### src/rtl/usb_dma_pkg.sv
// package for the usb endpoint dma block: states, widths, timing constants
// assumes a single 40 MHz system clock
package usb_dma_pkg;
    localparam int CLK_HZ = 40000000;
    localparam int QUIESCE_US = 250;
    // least time in whole cycles: 250 us at 40 cycles per us
    localparam int QUIESCE_CYCLES = (QUIESCE_US * (CLK_HZ / 1000000) + 0) ;
    localparam int DATA_W = 8;
    localparam int FIFO_DEPTH = 16;
    localparam int CNT_W = 16;
    localparam logic [CNT_W-1:0] CNT_ZERO = 16'h0000;
    localparam logic [CNT_W-1:0] CNT_ONE = 16'h0001;

    typedef enum logic [3:0] {
        TX_IDLE = 4'h1,
        TX_COPY = 4'h2,
        TX_DRAIN = 4'h4,
        TD_DONE = 4'h8
    } txState_e;
endpackage

### src/rtl/usb_dma_teardown_completion.sv
// usb endpoint dma: rx error status handling, tx copy into fifo, teardown
// assumes software keeps the quiesce sequence; all pins synchronous to clk_sys
//
// Behaviour
// - teardown on active endpoint may hang
// - iso rx dma clears pid/crc errors
// - error interrupt may show zero cause bits
// - tx completion fires when the last word is in the fifo
// - wire errors may follow tx completion
`timescale 1ns/1ps
module usb_dma_teardown_completion #(
    parameter int DEPTH = usb_dma_pkg::FIFO_DEPTH,
    parameter int QUIESCE = usb_dma_pkg::QUIESCE_CYCLES
) (
    input wire logic clk_sys,
    input wire logic sys_rst,
    // rx side
    input wire logic rxDmaEnableBit,
    input wire logic rxIsoMode,
    input wire logic rxPacketDone,
    input wire logic rxPidError,
    input wire logic rxCrcError,
    input wire logic rxStatusRead,
    output logic rxPidErrorStatus,
    output logic rxCrcErrorStatus,
    output logic rxErrorIrq,
    // teardown
    input wire logic teardownReq,
    output logic teardownDone,
    output logic teardownHang,
    // tx copy from memory
    input wire logic txStart,
    input wire logic [usb_dma_pkg::CNT_W-1:0] txLength,
    input wire logic [usb_dma_pkg::DATA_W-1:0] txMemData,
    output logic txMemReq,
    output logic txCompleteIrq,
    // usb wire side
    output logic [usb_dma_pkg::DATA_W-1:0] wireData,
    output logic wireValid,
    input wire logic wireReady,
    input wire logic wireNakTimeout,
    output logic txErrorIrq,
    output logic txFifoEmpty
);
    import usb_dma_pkg::*;

    localparam int AW = $clog2(DEPTH);

    typedef struct packed {
        logic pidErr;
        logic crcErr;
        logic errIrq;
        logic [CNT_W-1:0] quiesceCnt;
        logic tdDone;
        logic tdHang;
        txState_e txState;
        logic [CNT_W-1:0] remain;
        logic [AW:0] wrPtr;
        logic [AW:0] rdPtr;
        logic txIrq;
        logic txErr;
    } state_s;

    state_s state_reg, state_next;
    logic [DATA_W-1:0] fifoMem [DEPTH];
    logic fifoFull, fifoEmpty, pushNow, popNow;

    function automatic logic [AW:0] ptrInc(input logic [AW:0] p);
        ptrInc = p + {{AW{1'b0}}, 1'b1};
    endfunction

    // fifo flags from pointer difference
    assign fifoEmpty = (state_reg.wrPtr == state_reg.rdPtr);
    assign fifoFull = (state_reg.wrPtr[AW] != state_reg.rdPtr[AW]) &&
                      (state_reg.wrPtr[AW-1:0] == state_reg.rdPtr[AW-1:0]);
    assign pushNow = (state_reg.txState == TX_COPY) && !fifoFull && (state_reg.remain != CNT_ZERO);
    assign popNow = !fifoEmpty && wireReady;

    // next-state logic for the whole block
    always_comb begin
        state_next = state_reg;
        state_next.errIrq = 1'b0;
        state_next.txIrq = 1'b0;
        state_next.txErr = 1'b0;
        state_next.tdDone = 1'b0;
        // iso clears status
        // errors latch from the wire; set wins over a cpu read clear
        if (rxStatusRead) begin
            state_next.pidErr = 1'b0;
            state_next.crcErr = 1'b0;
        end
        if (rxIsoMode && rxPacketDone && rxDmaEnableBit) begin
            state_next.pidErr = 1'b0;
            state_next.crcErr = 1'b0;
        end
        if (rxPidError) begin
            state_next.pidErr = 1'b1;
        end
        if (rxCrcError) begin
            state_next.crcErr = 1'b1;
        end
        // interrupt fires anyway
        // the pulse is raised from the event, not from the held status bits
        if (rxPidError || rxCrcError) begin
            state_next.errIrq = 1'b1;
        end
        // quiesce tracking
        // counts cycles since rx dma was disabled; teardown before that may hang
        if (rxDmaEnableBit) begin
            state_next.quiesceCnt = CNT_ZERO;
        end else if (state_reg.quiesceCnt < QUIESCE[CNT_W-1:0]) begin
            state_next.quiesceCnt = state_reg.quiesceCnt + CNT_ONE;
        end
        // tx copy engine
        if (pushNow) begin
            state_next.wrPtr = ptrInc(state_reg.wrPtr);
            state_next.remain = state_reg.remain - CNT_ONE;
        end
        if (popNow) begin
            state_next.rdPtr = ptrInc(state_reg.rdPtr);
        end
        // teardown comes after push and pop so that its flush wins over a word taken in the same cycle
        if (teardownReq && !state_reg.tdHang) begin
            if (rxDmaEnableBit || state_reg.quiesceCnt < QUIESCE[CNT_W-1:0]) begin
                state_next.tdHang = 1'b1; // stuck until reset, as the silicon does
            end else begin
                state_next.tdDone = 1'b1;
                state_next.wrPtr = state_next.rdPtr;
                state_next.remain = CNT_ZERO;
                state_next.txState = TX_IDLE;
            end
        end
        if (wireNakTimeout && state_reg.txState == TX_DRAIN) begin
            state_next.txErr = 1'b1;
        end
        if (!state_reg.tdHang && !(teardownReq && state_next.tdDone)) begin
            case (state_reg.txState)
                TX_IDLE: begin
                    if (txStart && txLength != CNT_ZERO) begin
                        state_next.remain = txLength;
                        state_next.txState = TX_COPY;
                    end
                end
                TX_COPY: begin
                    // early completion
                    // completion raised once the last word is in the fifo
                    if (pushNow && state_reg.remain == CNT_ONE) begin
                        state_next.txIrq = 1'b1;
                        state_next.txState = TX_DRAIN;
                    end
                end
                TX_DRAIN: begin
                    if (fifoEmpty) begin
                        state_next.txState = TD_DONE;
                    end
                end
                TD_DONE: begin
                    state_next.txState = TX_IDLE;
                end
                default: begin
                    state_next.txState = TX_IDLE;
                end
            endcase
        end
        if (state_reg.tdHang) begin
            state_next.txState = state_reg.txState; // hung engine keeps its tx state; fifo pushes and pops still go on
        end
    end

    // state register, synchronous reset
    always_ff @(posedge clk_sys) begin
        if (sys_rst) begin
            state_reg <= '{pidErr: 1'b0, crcErr: 1'b0, errIrq: 1'b0, quiesceCnt: CNT_ZERO, tdDone: 1'b0,
                           tdHang: 1'b0, txState: TX_IDLE, remain: CNT_ZERO, wrPtr: '0, rdPtr: '0,
                           txIrq: 1'b0, txErr: 1'b0};
        end else begin
            state_reg <= state_next;
        end
    end

    // fifo storage has no reset; reads are guarded by the empty flag
    always_ff @(posedge clk_sys) begin
        if (pushNow) begin
            fifoMem[state_reg.wrPtr[AW-1:0]] <= txMemData;
        end
    end

    // outputs
    assign rxPidErrorStatus = state_reg.pidErr;
    assign rxCrcErrorStatus = state_reg.crcErr;
    assign rxErrorIrq = state_reg.errIrq;
    assign teardownDone = state_reg.tdDone;
    assign teardownHang = state_reg.tdHang;
    assign txMemReq = pushNow;
    assign txCompleteIrq = state_reg.txIrq;
    assign txErrorIrq = state_reg.txErr;
    assign wireValid = !fifoEmpty;
    assign wireData = fifoMem[state_reg.rdPtr[AW-1:0]];
    // empty after wire
    // empty only when nothing is being copied and the fifo has drained to the wire
    assign txFifoEmpty = fifoEmpty && (state_reg.txState != TX_COPY);
endmodule // usb_dma_teardown_completion

### config.mk
export PLATFORM = sky130hd
export DESIGN_NAME = usb_dma_teardown_completion
export DESIGN_NICKNAME = d
export VERILOG_FILES = /design/src/rtl/usb_dma_pkg.sv /design/src/rtl/usb_dma_teardown_completion.sv
export SDC_FILE = /design/constraint.sdc
export NUM_CORES = 1
export LEC_CHECK = 0
export ABC_AREA = 0
export BUFFER_PORTS_ARGS = -buffer_cell sky130_fd_sc_hd__buf_2
export CAP_MARGIN = 20
export CORE_MARGIN = 2
export CORE_UTILIZATION = 32
export CTS_CLUSTER_SIZE = 25
export DETAILED_ROUTE_END_ITERATION = 12
export HOLD_SLACK_MARGIN = 0.1
export PLACE_DENSITY = 0.5
export SETUP_SLACK_MARGIN = 0.5
export SYNTH_ARGS = -nofsm -noshare
export SYNTH_HDL_FRONTEND = slang
export SYNTH_SLANG_ARGS = --single-unit
export TNS_END_PERCENT = 5
### constraint.sdc
create_clock -name clk_sys -period 6.9 [get_ports clk_sys]
set_input_delay 1.38 -clock clk_sys [delete_from_list [all_inputs] [get_ports clk_sys]]
set_output_delay 1.38 -clock clk_sys [all_outputs]
set_load 0.03 [all_outputs]
# Word level (Yosys, flattened, before mapping)
# Memories as Yosys holds them, arrays and structs flattened. A register that Yosys moved wholly into a read port is not among the register bits.
# Index checks and enable logic that the tools add are counted.
[classes]
addsub = 4
n_lt_le_gt_ge = 1
eq_ne = 8
muxes = 22
bitwise_logic = 2
n_reduce_logical = 26
[ops]
columns = ["operator", "count"]
rows = [
  ["2-to-1 mux 20 bit", 2],
  ["nonzero test 16 bit", 2],
  ["2-to-1 mux 27 bit", 1],
  ["2-to-1 mux 25 bit", 1],
  ["2-to-1 mux 21 bit", 1],
  ["adder 16 x 1 -> 16 bit (second input constant)", 1],
  ["equality test 16 x 1 -> 1 bit (second input constant)", 1],
  ["less-than comparator 16 x 14 -> 1 bit (second input constant)", 1],
  ["2-to-1 mux 16 bit", 1],
  ["subtractor 16 x 1 -> 16 bit (second input constant)", 1],
  ["logical AND 1 bit", 13],
  ["2-to-1 mux 4 bit", 3],
  ["case mux 4 bit (3 select lines)", 1],
  ["adder 5 x 1 -> 5 bit (second input constant)", 2],
  ["2-to-1 mux 1 bit", 9],
  ["nonzero test 3 bit", 2],
  ["equality test 5 bit", 1],
  ["2-to-1 mux 5 bit", 1],
  ["equality test 4 x 1 -> 1 bit (second input constant)", 1],
  ["equality test 4 x 2 -> 1 bit (second input constant)", 1],
  ["equality test 4 x 3 -> 1 bit (second input constant)", 1],
  ["equality test 4 bit", 1],
  ["zero test 1 bit", 4],
  ["2-to-1 mux 2 bit", 2],
  ["other kinds (7)", 9],
]
[word_totals]
register_bits = 53
ramBits = 128
in_bits = 36
elab_cells = 76
n_memories = 1
[memory_table]
columns = ["name", "words", "word_bits", "rd", "rd_clocked_by_memory_dff", "write_ports", "line_no", "source"]
rows = [
  ["fifoMem", 16, 8, 1, 1, 1, "usb_dma_teardown_completion.sv:65", "logic [DATA_W-1:0] fifoMem [DEPTH];"],
]

# Longest topological paths before layout
# Gate-level depths: netlist of run 1.
[depth]
depth_word = 13
mapped_depth = 8

# Worst setup path before layout of run 1
# Ideal clock, no wire load.
[synth_path]
path_kind = "register -> output"
startpoint = "reg, netlist name state_reg[2]"
endpoint = "out wireData[0] in the netlist's numbering"
arrival_ns = 1.919
required_time_ns = 5.520
slack_ns = 3.601
stages_incl_launch_ff = 5
path_cell_list = "dfxtp_1 buf_2 buf_2 mux4_2 mux4_2"
[synth_rtl]
columns = ["item", "line_no", "source"]
rows = [
  ["to (decl)", "usb_dma_teardown_completion.sv:38", "output logic [usb_dma_pkg::DATA_W-1:0] wireData,"],
]

# Final worst setup path of run 1
[layout_path]
startpoint = "reg state_reg[4] in the netlist's numbering"
endpoint = "out txMemReq"
[layout_via]
elab_chain_cells = 5
[layout_rtl]
columns = ["item", "line_no", "source"]
rows = [
  ["from (decl)", "usb_dma_teardown_completion.sv:64", "state_s state_reg, state_next;"],
  ["from (signal assigned)", "usb_dma_teardown_completion.sv:173", "state_reg <= '{pidErr: 1'b0, crcErr: 1'b0, errIrq: 1'b0, quiesceCnt: CNT_ZERO, tdDone: 1'b0,"],
  ["from (signal assigned)", "usb_dma_teardown_completion.sv:177", "state_reg <= state_next;"],
  ["equality test 4 bit", "usb_dma_teardown_completion.sv:75", "(state_reg.wrPtr[AW-1:0] == state_reg.rdPtr[AW-1:0]);"],
  ["logical AND 1 bit", "usb_dma_teardown_completion.sv:74", "assign fifoFull = (state_reg.wrPtr[AW] != state_reg.rdPtr[AW]) &&"],
  ["zero test 1 bit", "usb_dma_teardown_completion.sv:76", "assign pushNow = (state_reg.txState == TX_COPY) && !fifoFull && (state_reg.remain != CNT_ZERO);"],
  ["logical AND 1 bit (2 in a row)", "usb_dma_teardown_completion.sv:76", ""],
  ["to (decl)", "usb_dma_teardown_completion.sv:35", "output logic txMemReq,"],
]
# Every way passes these cells.

==> results of run 1 <==
power groups by stage:
stage | Clock [mW] | Sequential [mW] | Combinational, mW
6_report | 0.980 | 1.19 | 0.135
5_1_grt | 1.05 | 1.19 | 0.151
4_1_cts | 1.00 | 1.19 | 0.136
3_5_place_dp | 0 | 1.21 | 0.135
3_3_place_gp | 0 | 1.21 | 0.131
2_1_floorplan | 0 | 1.21 | 0.0867
final cells by class:
type,instances,area (sq um)
inverters,14,52.6
clock buffers,18,429
well taps,319,399
flip-flops and latches,181,4910
fillers,2245,14500
clock inverters,14,166
repair buffers,67,378
diodes,1,2.50
multi-input cells,302,2560
cell families (layout without fill, tap and decap cells):
| family | after synthesis | after routing | share of synthesized area (%) |
|---|---|---|---|
| AO/OA/AOI/OAI | 51 | 51 | 4.24 |
| flip-flops | 181 | 181 | 64.4 |
| multiplexers | 43 | 43 | 12.2 |
| adder cells (fa/ha/maj) | 8 | 8 | 1.31 |
| AND/OR/NAND/NOR | 160 | 160 | 11.2 |
| buffers and inverters | 37 | 113 | 2.05 |
| XOR/XNOR | 40 | 40 | 4.60 |
| other | 0 | 1 | 0 |
critical path, delay by kind of cell, from the launching register on:
family / cells / cell delay, ps
flops: 1 / 940
compound gates: 1 / 580
simple gates: 2 / 390
buf+inv: 1 / 240
xor+xnor: 1 / 210
per-stage QoR:
stage	setup WS, ps	area, sq um
final	2730	8900
after global routing	2500	8890
after global placement	3190	8280
after detailed placement	3130	8300
after floorplan	3600	7610
after CTS	2660	8890
synth_stat cells (all sizes together), types with 6 or more instances:
master	n
ha	8
mux4	40
clkbuf	12
nor4	13
a21oi	12
nand2	26
edfxtp	128
nor3	15
dfxtp	53
buf	11
nand4	12
o22ai	6
xor2	17
inv	14
nor2	52
o21ai	16
nand3	14
xnor2	23
per-layer routing:
metal | global-route usage, % | up-vias | share of wire [%]
met2 | 25.1 | 97 | 50
met3 | 3.38 | 14 | 3.9
li1 | - | 2113 | -
met4 | 3.86 | 2 | 0.99
met1 | 19.4 | 2306 | 45
met5 | 0 | - | 0.075
how the worst max path moves through the flow:
stage	start	to	slack, ps	cells past startpoint
final	state_reg[4]	txMemReq	2730	5
after global routing	state_reg[4]	txMemReq	2500	5
after CTS	state_reg[4]	txMemReq	2660	5
after floorplan	state_reg[2]	wireData[0]	3600	4
after detailed placement	state_reg[4]	txMemReq	3130	5
after global placement	state_reg[4]	txMemReq	3190	5
==> qor.csv, run 1 <==
metric;value;unit
clk_lat worst skew;430;ps
DP Cell Count;883;
Max FO, Critical Path;14;
Post-synth EDFFs;128;
PortBufs;53;
initial antenna violation count;1;
Num CTS Buffers;17;
Post-CTS Setup Repair Bufs;0;
Int Pwr;1.77;mW
Critical Path RT;5520;ps
final wirelength;17.4;mm
vias in the first global route;4688;
Slowest-stage cell, CP;dfxtp_1;
final net count;627;
Layout Utilization;38.0;%
Total GRT Usage;14.9;%
Net Sw Frac;23.2;%
total power;2.30;mW
ys flop type;edfxtp_1;
Final period util;60.4;%
FF-to-FF End;fifoMem[9][7];
Syn Nets;564;
Tmin final;4170;ps
reg2reg start;state_reg[4];
Hold Path Cell Cnt;2;
WL/cell;19.0;um
drt pass-1 iters;4;
drt drc;0;
final hold viol count;0;
die width;158;um
r2r setup slk;3470;ps
VDD IR max;0.183;mV
Slew Limit Headroom;22.9;%
Iter 0 DRT Violations;245;
cells along the critical path;xnor2_1 -> nand4_1 -> o21ai_2 -> nor2_2 -> buf_2;
Gate power share;5.8;%
hold_buf cts;0;
Yosys cell types;50;
FF-to-FF path depth;6;
Layout area overhead;16.8;%
Clock Skew;12.7;ps
Root Driver;clkbuf_16;
Die H;158;um
Reg power frac;51.6;%
max FFs per register;128;
CP endpoint kind;output pin;
cell count after synthesis;520;
DR vias;4532;
Via density;4.95;
Worst path max stage delay;940;ps
Synth Warn #;0;
largest net degree at the start of global routing;37;
Core Box Area;23400;sq um
fmax;240;MHz
MaxCap Viol Count;0;
most frequent cells in the layout;128 x edfxtp_1, 53 x buf_2, 52 x dfxtp_1;
setup TNS;0;ps
Leak Pwr;2.86;nW
total die area;25000;sq um
Clock transition at path regs;70;ps
status;completed;
Post-Syn Area;7610;sq um
Congestion Overflow GR;0;
Synth area leaders;edfxtp_1 50%, dfxtp_1 14%, mux4_2 12%;
worst path arrival time;2790;ps
Post-CTS Resized;0;
category of the most critical setup path;register to output pin;
WHS;429;ps
Net Sw Power;0.535;mW
hold crit path type;register to register;
hold path startpoint;state_reg[48];
io pins;54;
ANT nets after route;0;
CP Launch Type;register;
first-pass GRT wire length;27.0;mm
CTS max path bufs;2;
Setup violations, final;0;
Layout Cells excl Fill;916;
CTS sink count;181;
RePlAce Congestion;0.830;
Worst Hold Endpoint;state_reg[48];
commonest non-fill, non-tap cell in the layout;edfxtp_1;
share of the synthesized area in the top cell type;50.5;%
# rows;56;
fraction of registers with async set/reset;0;%
cell type with the largest total area after synthesis;edfxtp_1;
pwr dens;259;nW/um^2
flops & latches, synth;181;
H-tree depth;4;
worst slew pin tran;1150;ps
Max Slew Vio Count;0;
share of cells above drive strength 1;25.2;%
RSZ-0062 raised after global routing;false;
Clk pwr share;42.5;%
CTS tree;built;
register area share after synthesis;64.4;%
Synth Area per Inst;14.6;sq um
Initial Utilization;32.5;%
post-DP HPWL;11.1;mm
Note: power is estimated with default switching activity, not from simulation.
==> run 2: changes to the inputs <==
PLACE_DENSITY = 0.51   (was 0.5)
clock period = 3.71 ns   (was 6.9 ns; I/O delays follow)
==> run 2 against run 1 <==
Register-to-register slack worse by 2300 ps. Power up 79%. Final cell count up 0.44%. Worst setup slack worse by 2100 ps. Clock skew down 2.8 ps. Critical path depth down 1. Routed wire length down 1.2%. First-iteration DRC count up 9.4%. Sequential power up 86%. Via count down 0.40%. Count of clock-buffer cells in the layout down 1. Non-clock buffer count up 6.
==> qor.csv, run 2 (synthesis gave the netlist of run 1 again) <==
metric;value;unit
Top Layer Used;met5;
Slowest-stage cell, CP;mux4_2;
Total GRT Usage;14.6;%
WP buf/inv;2;
Gate power share;6.0;%
Clock Skew;9.89;ps
commonest non-fill, non-tap cell in the layout;edfxtp_1;
share of cells above drive strength 1;25.8;%
M1 WL;7.67;mm
Net Sw Power;0.981;mW
Clock transition at path regs;60;ps
WL/cell;18.7;um
category of the most critical setup path;register to output pin;
# diodes;0;
Post-CTS Setup Repair Bufs;0;
Congestion Overflow GR;0;
CP Launch Type;register;
post-DP HPWL;11.4;mm
status;completed;
most frequent cells in the layout;128 x edfxtp_1, 53 x buf_2, 52 x dfxtp_1;
CTS max path bufs;2;
delay-heaviest family, CP;multiplexers;
Leak Pwr;2.87;nW
CP endpoint kind;output pin;
Critical Path RT;2970;ps
H-tree depth;4;
io pins;54;
setup TNS;0;ps
largest net degree at the start of global routing;22;
vias in the first global route;4643;
Crit path top cell by count;mux4_2;
Tmin final;3070;ps
Initial Utilization;32.5;%
final wirelength;17.2;mm
Reg power frac;53.5;%
final net count;633;
MaxCap Viol Count;0;
VDD IR max;0.267;mV
max FFs per register;128;
worst path arrival time;2330;ps
worst slew pin tran;1030;ps
Max Slew Vio Count;0;
ANT nets after route;0;
pwr dens;465;nW/um^2
Worst path max stage delay;550;ps
cells along the critical path;buf_4 -> mux4_2 -> mux4_2 -> buf_2;
Final period util;82.8;%
Num CTS Buffers;17;
DR WL met3;913;um
Die H;158;um
wire length on met2;8.54;mm
RePlAce Congestion;0.802;
RSZ-0062 raised after global routing;false;
hold crit path type;register to register;
Via density;4.91;
Net Sw Frac;23.7;%
Layout area overhead;16.6;%
PortBufs;53;
Layout Utilization;38.0;%
Core Box Area;23400;sq um
# rows;56;
Slew Limit Headroom;31.0;%
DR vias;4514;
Max FO, Critical Path;15;
drt drc;0;
Iter 0 DRT Violations;268;
CTS sink count;181;
initial antenna violation count;1;
CTS tree;built;
total die area;25000;sq um
Root Driver;clkbuf_16;
Int Pwr;3.15;mW
clk_lat worst skew;420;ps
fmax;326;MHz
first-pass GRT wire length;26.8;mm
drt pass-1 iters;4;
Setup violations, final;0;
Clk pwr share;40.5;%
final hold viol count;0;
die width;158;um
Fillers;2240;
-- run 2: worst min-delay path: cells and delay by family (launching register included) --
family	cells	cell delay, ps
flops	1	310
buf+inv	1	50
simple gates	1	30
-- run 2: layout make-up --
| type | instances | area (sq um) | share of cell area (%) |
|---|---|---|---|
| tap | 319 | 399 | 4.49 |
| timing repair buffer | 73 | 423 | 4.76 |
| multi-input combinational | 302 | 2550 | 28.8 |
| sequential | 181 | 4910 | 55.2 |
| inverter | 14 | 52.6 | 0.592 |
| clock inverter | 14 | 123 | 1.38 |
| clock buffer | 17 | 425 | 4.79 |
-- run 2: path summary, 6_finish.rpt --
check	startpoint	to	slack, ps	cells after the start
setup reg to reg	state_reg[12]	fifoMem[13][7]	1140	7
hold / removal	state_reg[49]	state_reg[49]	430	2
hold reg to reg	state_reg[49]	state_reg[49]	430	2
setup / recovery	state_reg[2]	wireData[0]	640	4
-- run 2: power by group through the flow --
stage	sequential [mW]	combinational (mW)	clock, mW
finish	2.21	0.250	1.67
CTS	2.21	0.252	1.72
global placement	2.25	0.245	0
detailed placement	2.26	0.250	0
floorplan	2.25	0.161	0
global route	2.21	0.283	1.80
-- run 2: routing by layer --
metal | track usage (%) | vias to the layer above
li1 | - | 2132
met1 | 19.4 | 2246
met2 | 24.4 | 125
met3 | 3.24 | 9
met4 | 3.69 | 2
met5 | 0 | -
-- run 2: metrics by stage --
stage               hold WS (ps)  worst slack [ps]  area [sq um]  power [mW]  instances
finish                       430               640          8880        4.13        920
global route                 448               551          8880        4.29        920
CTS                          435               553          8870        4.18        920
detailed placement           425              1010          8330        2.51        889
global placement             418              1020          8330        2.50        889
floorplan                    408              1050          7610        2.42        520
-- run 2: timing repair --
action | CTS | global route
resized for setup | 0 | 2
endpoints found under the setup margin | 0 | 2
endpoints found under the hold margin | 0 | 0
hold buffers | 0 | 0
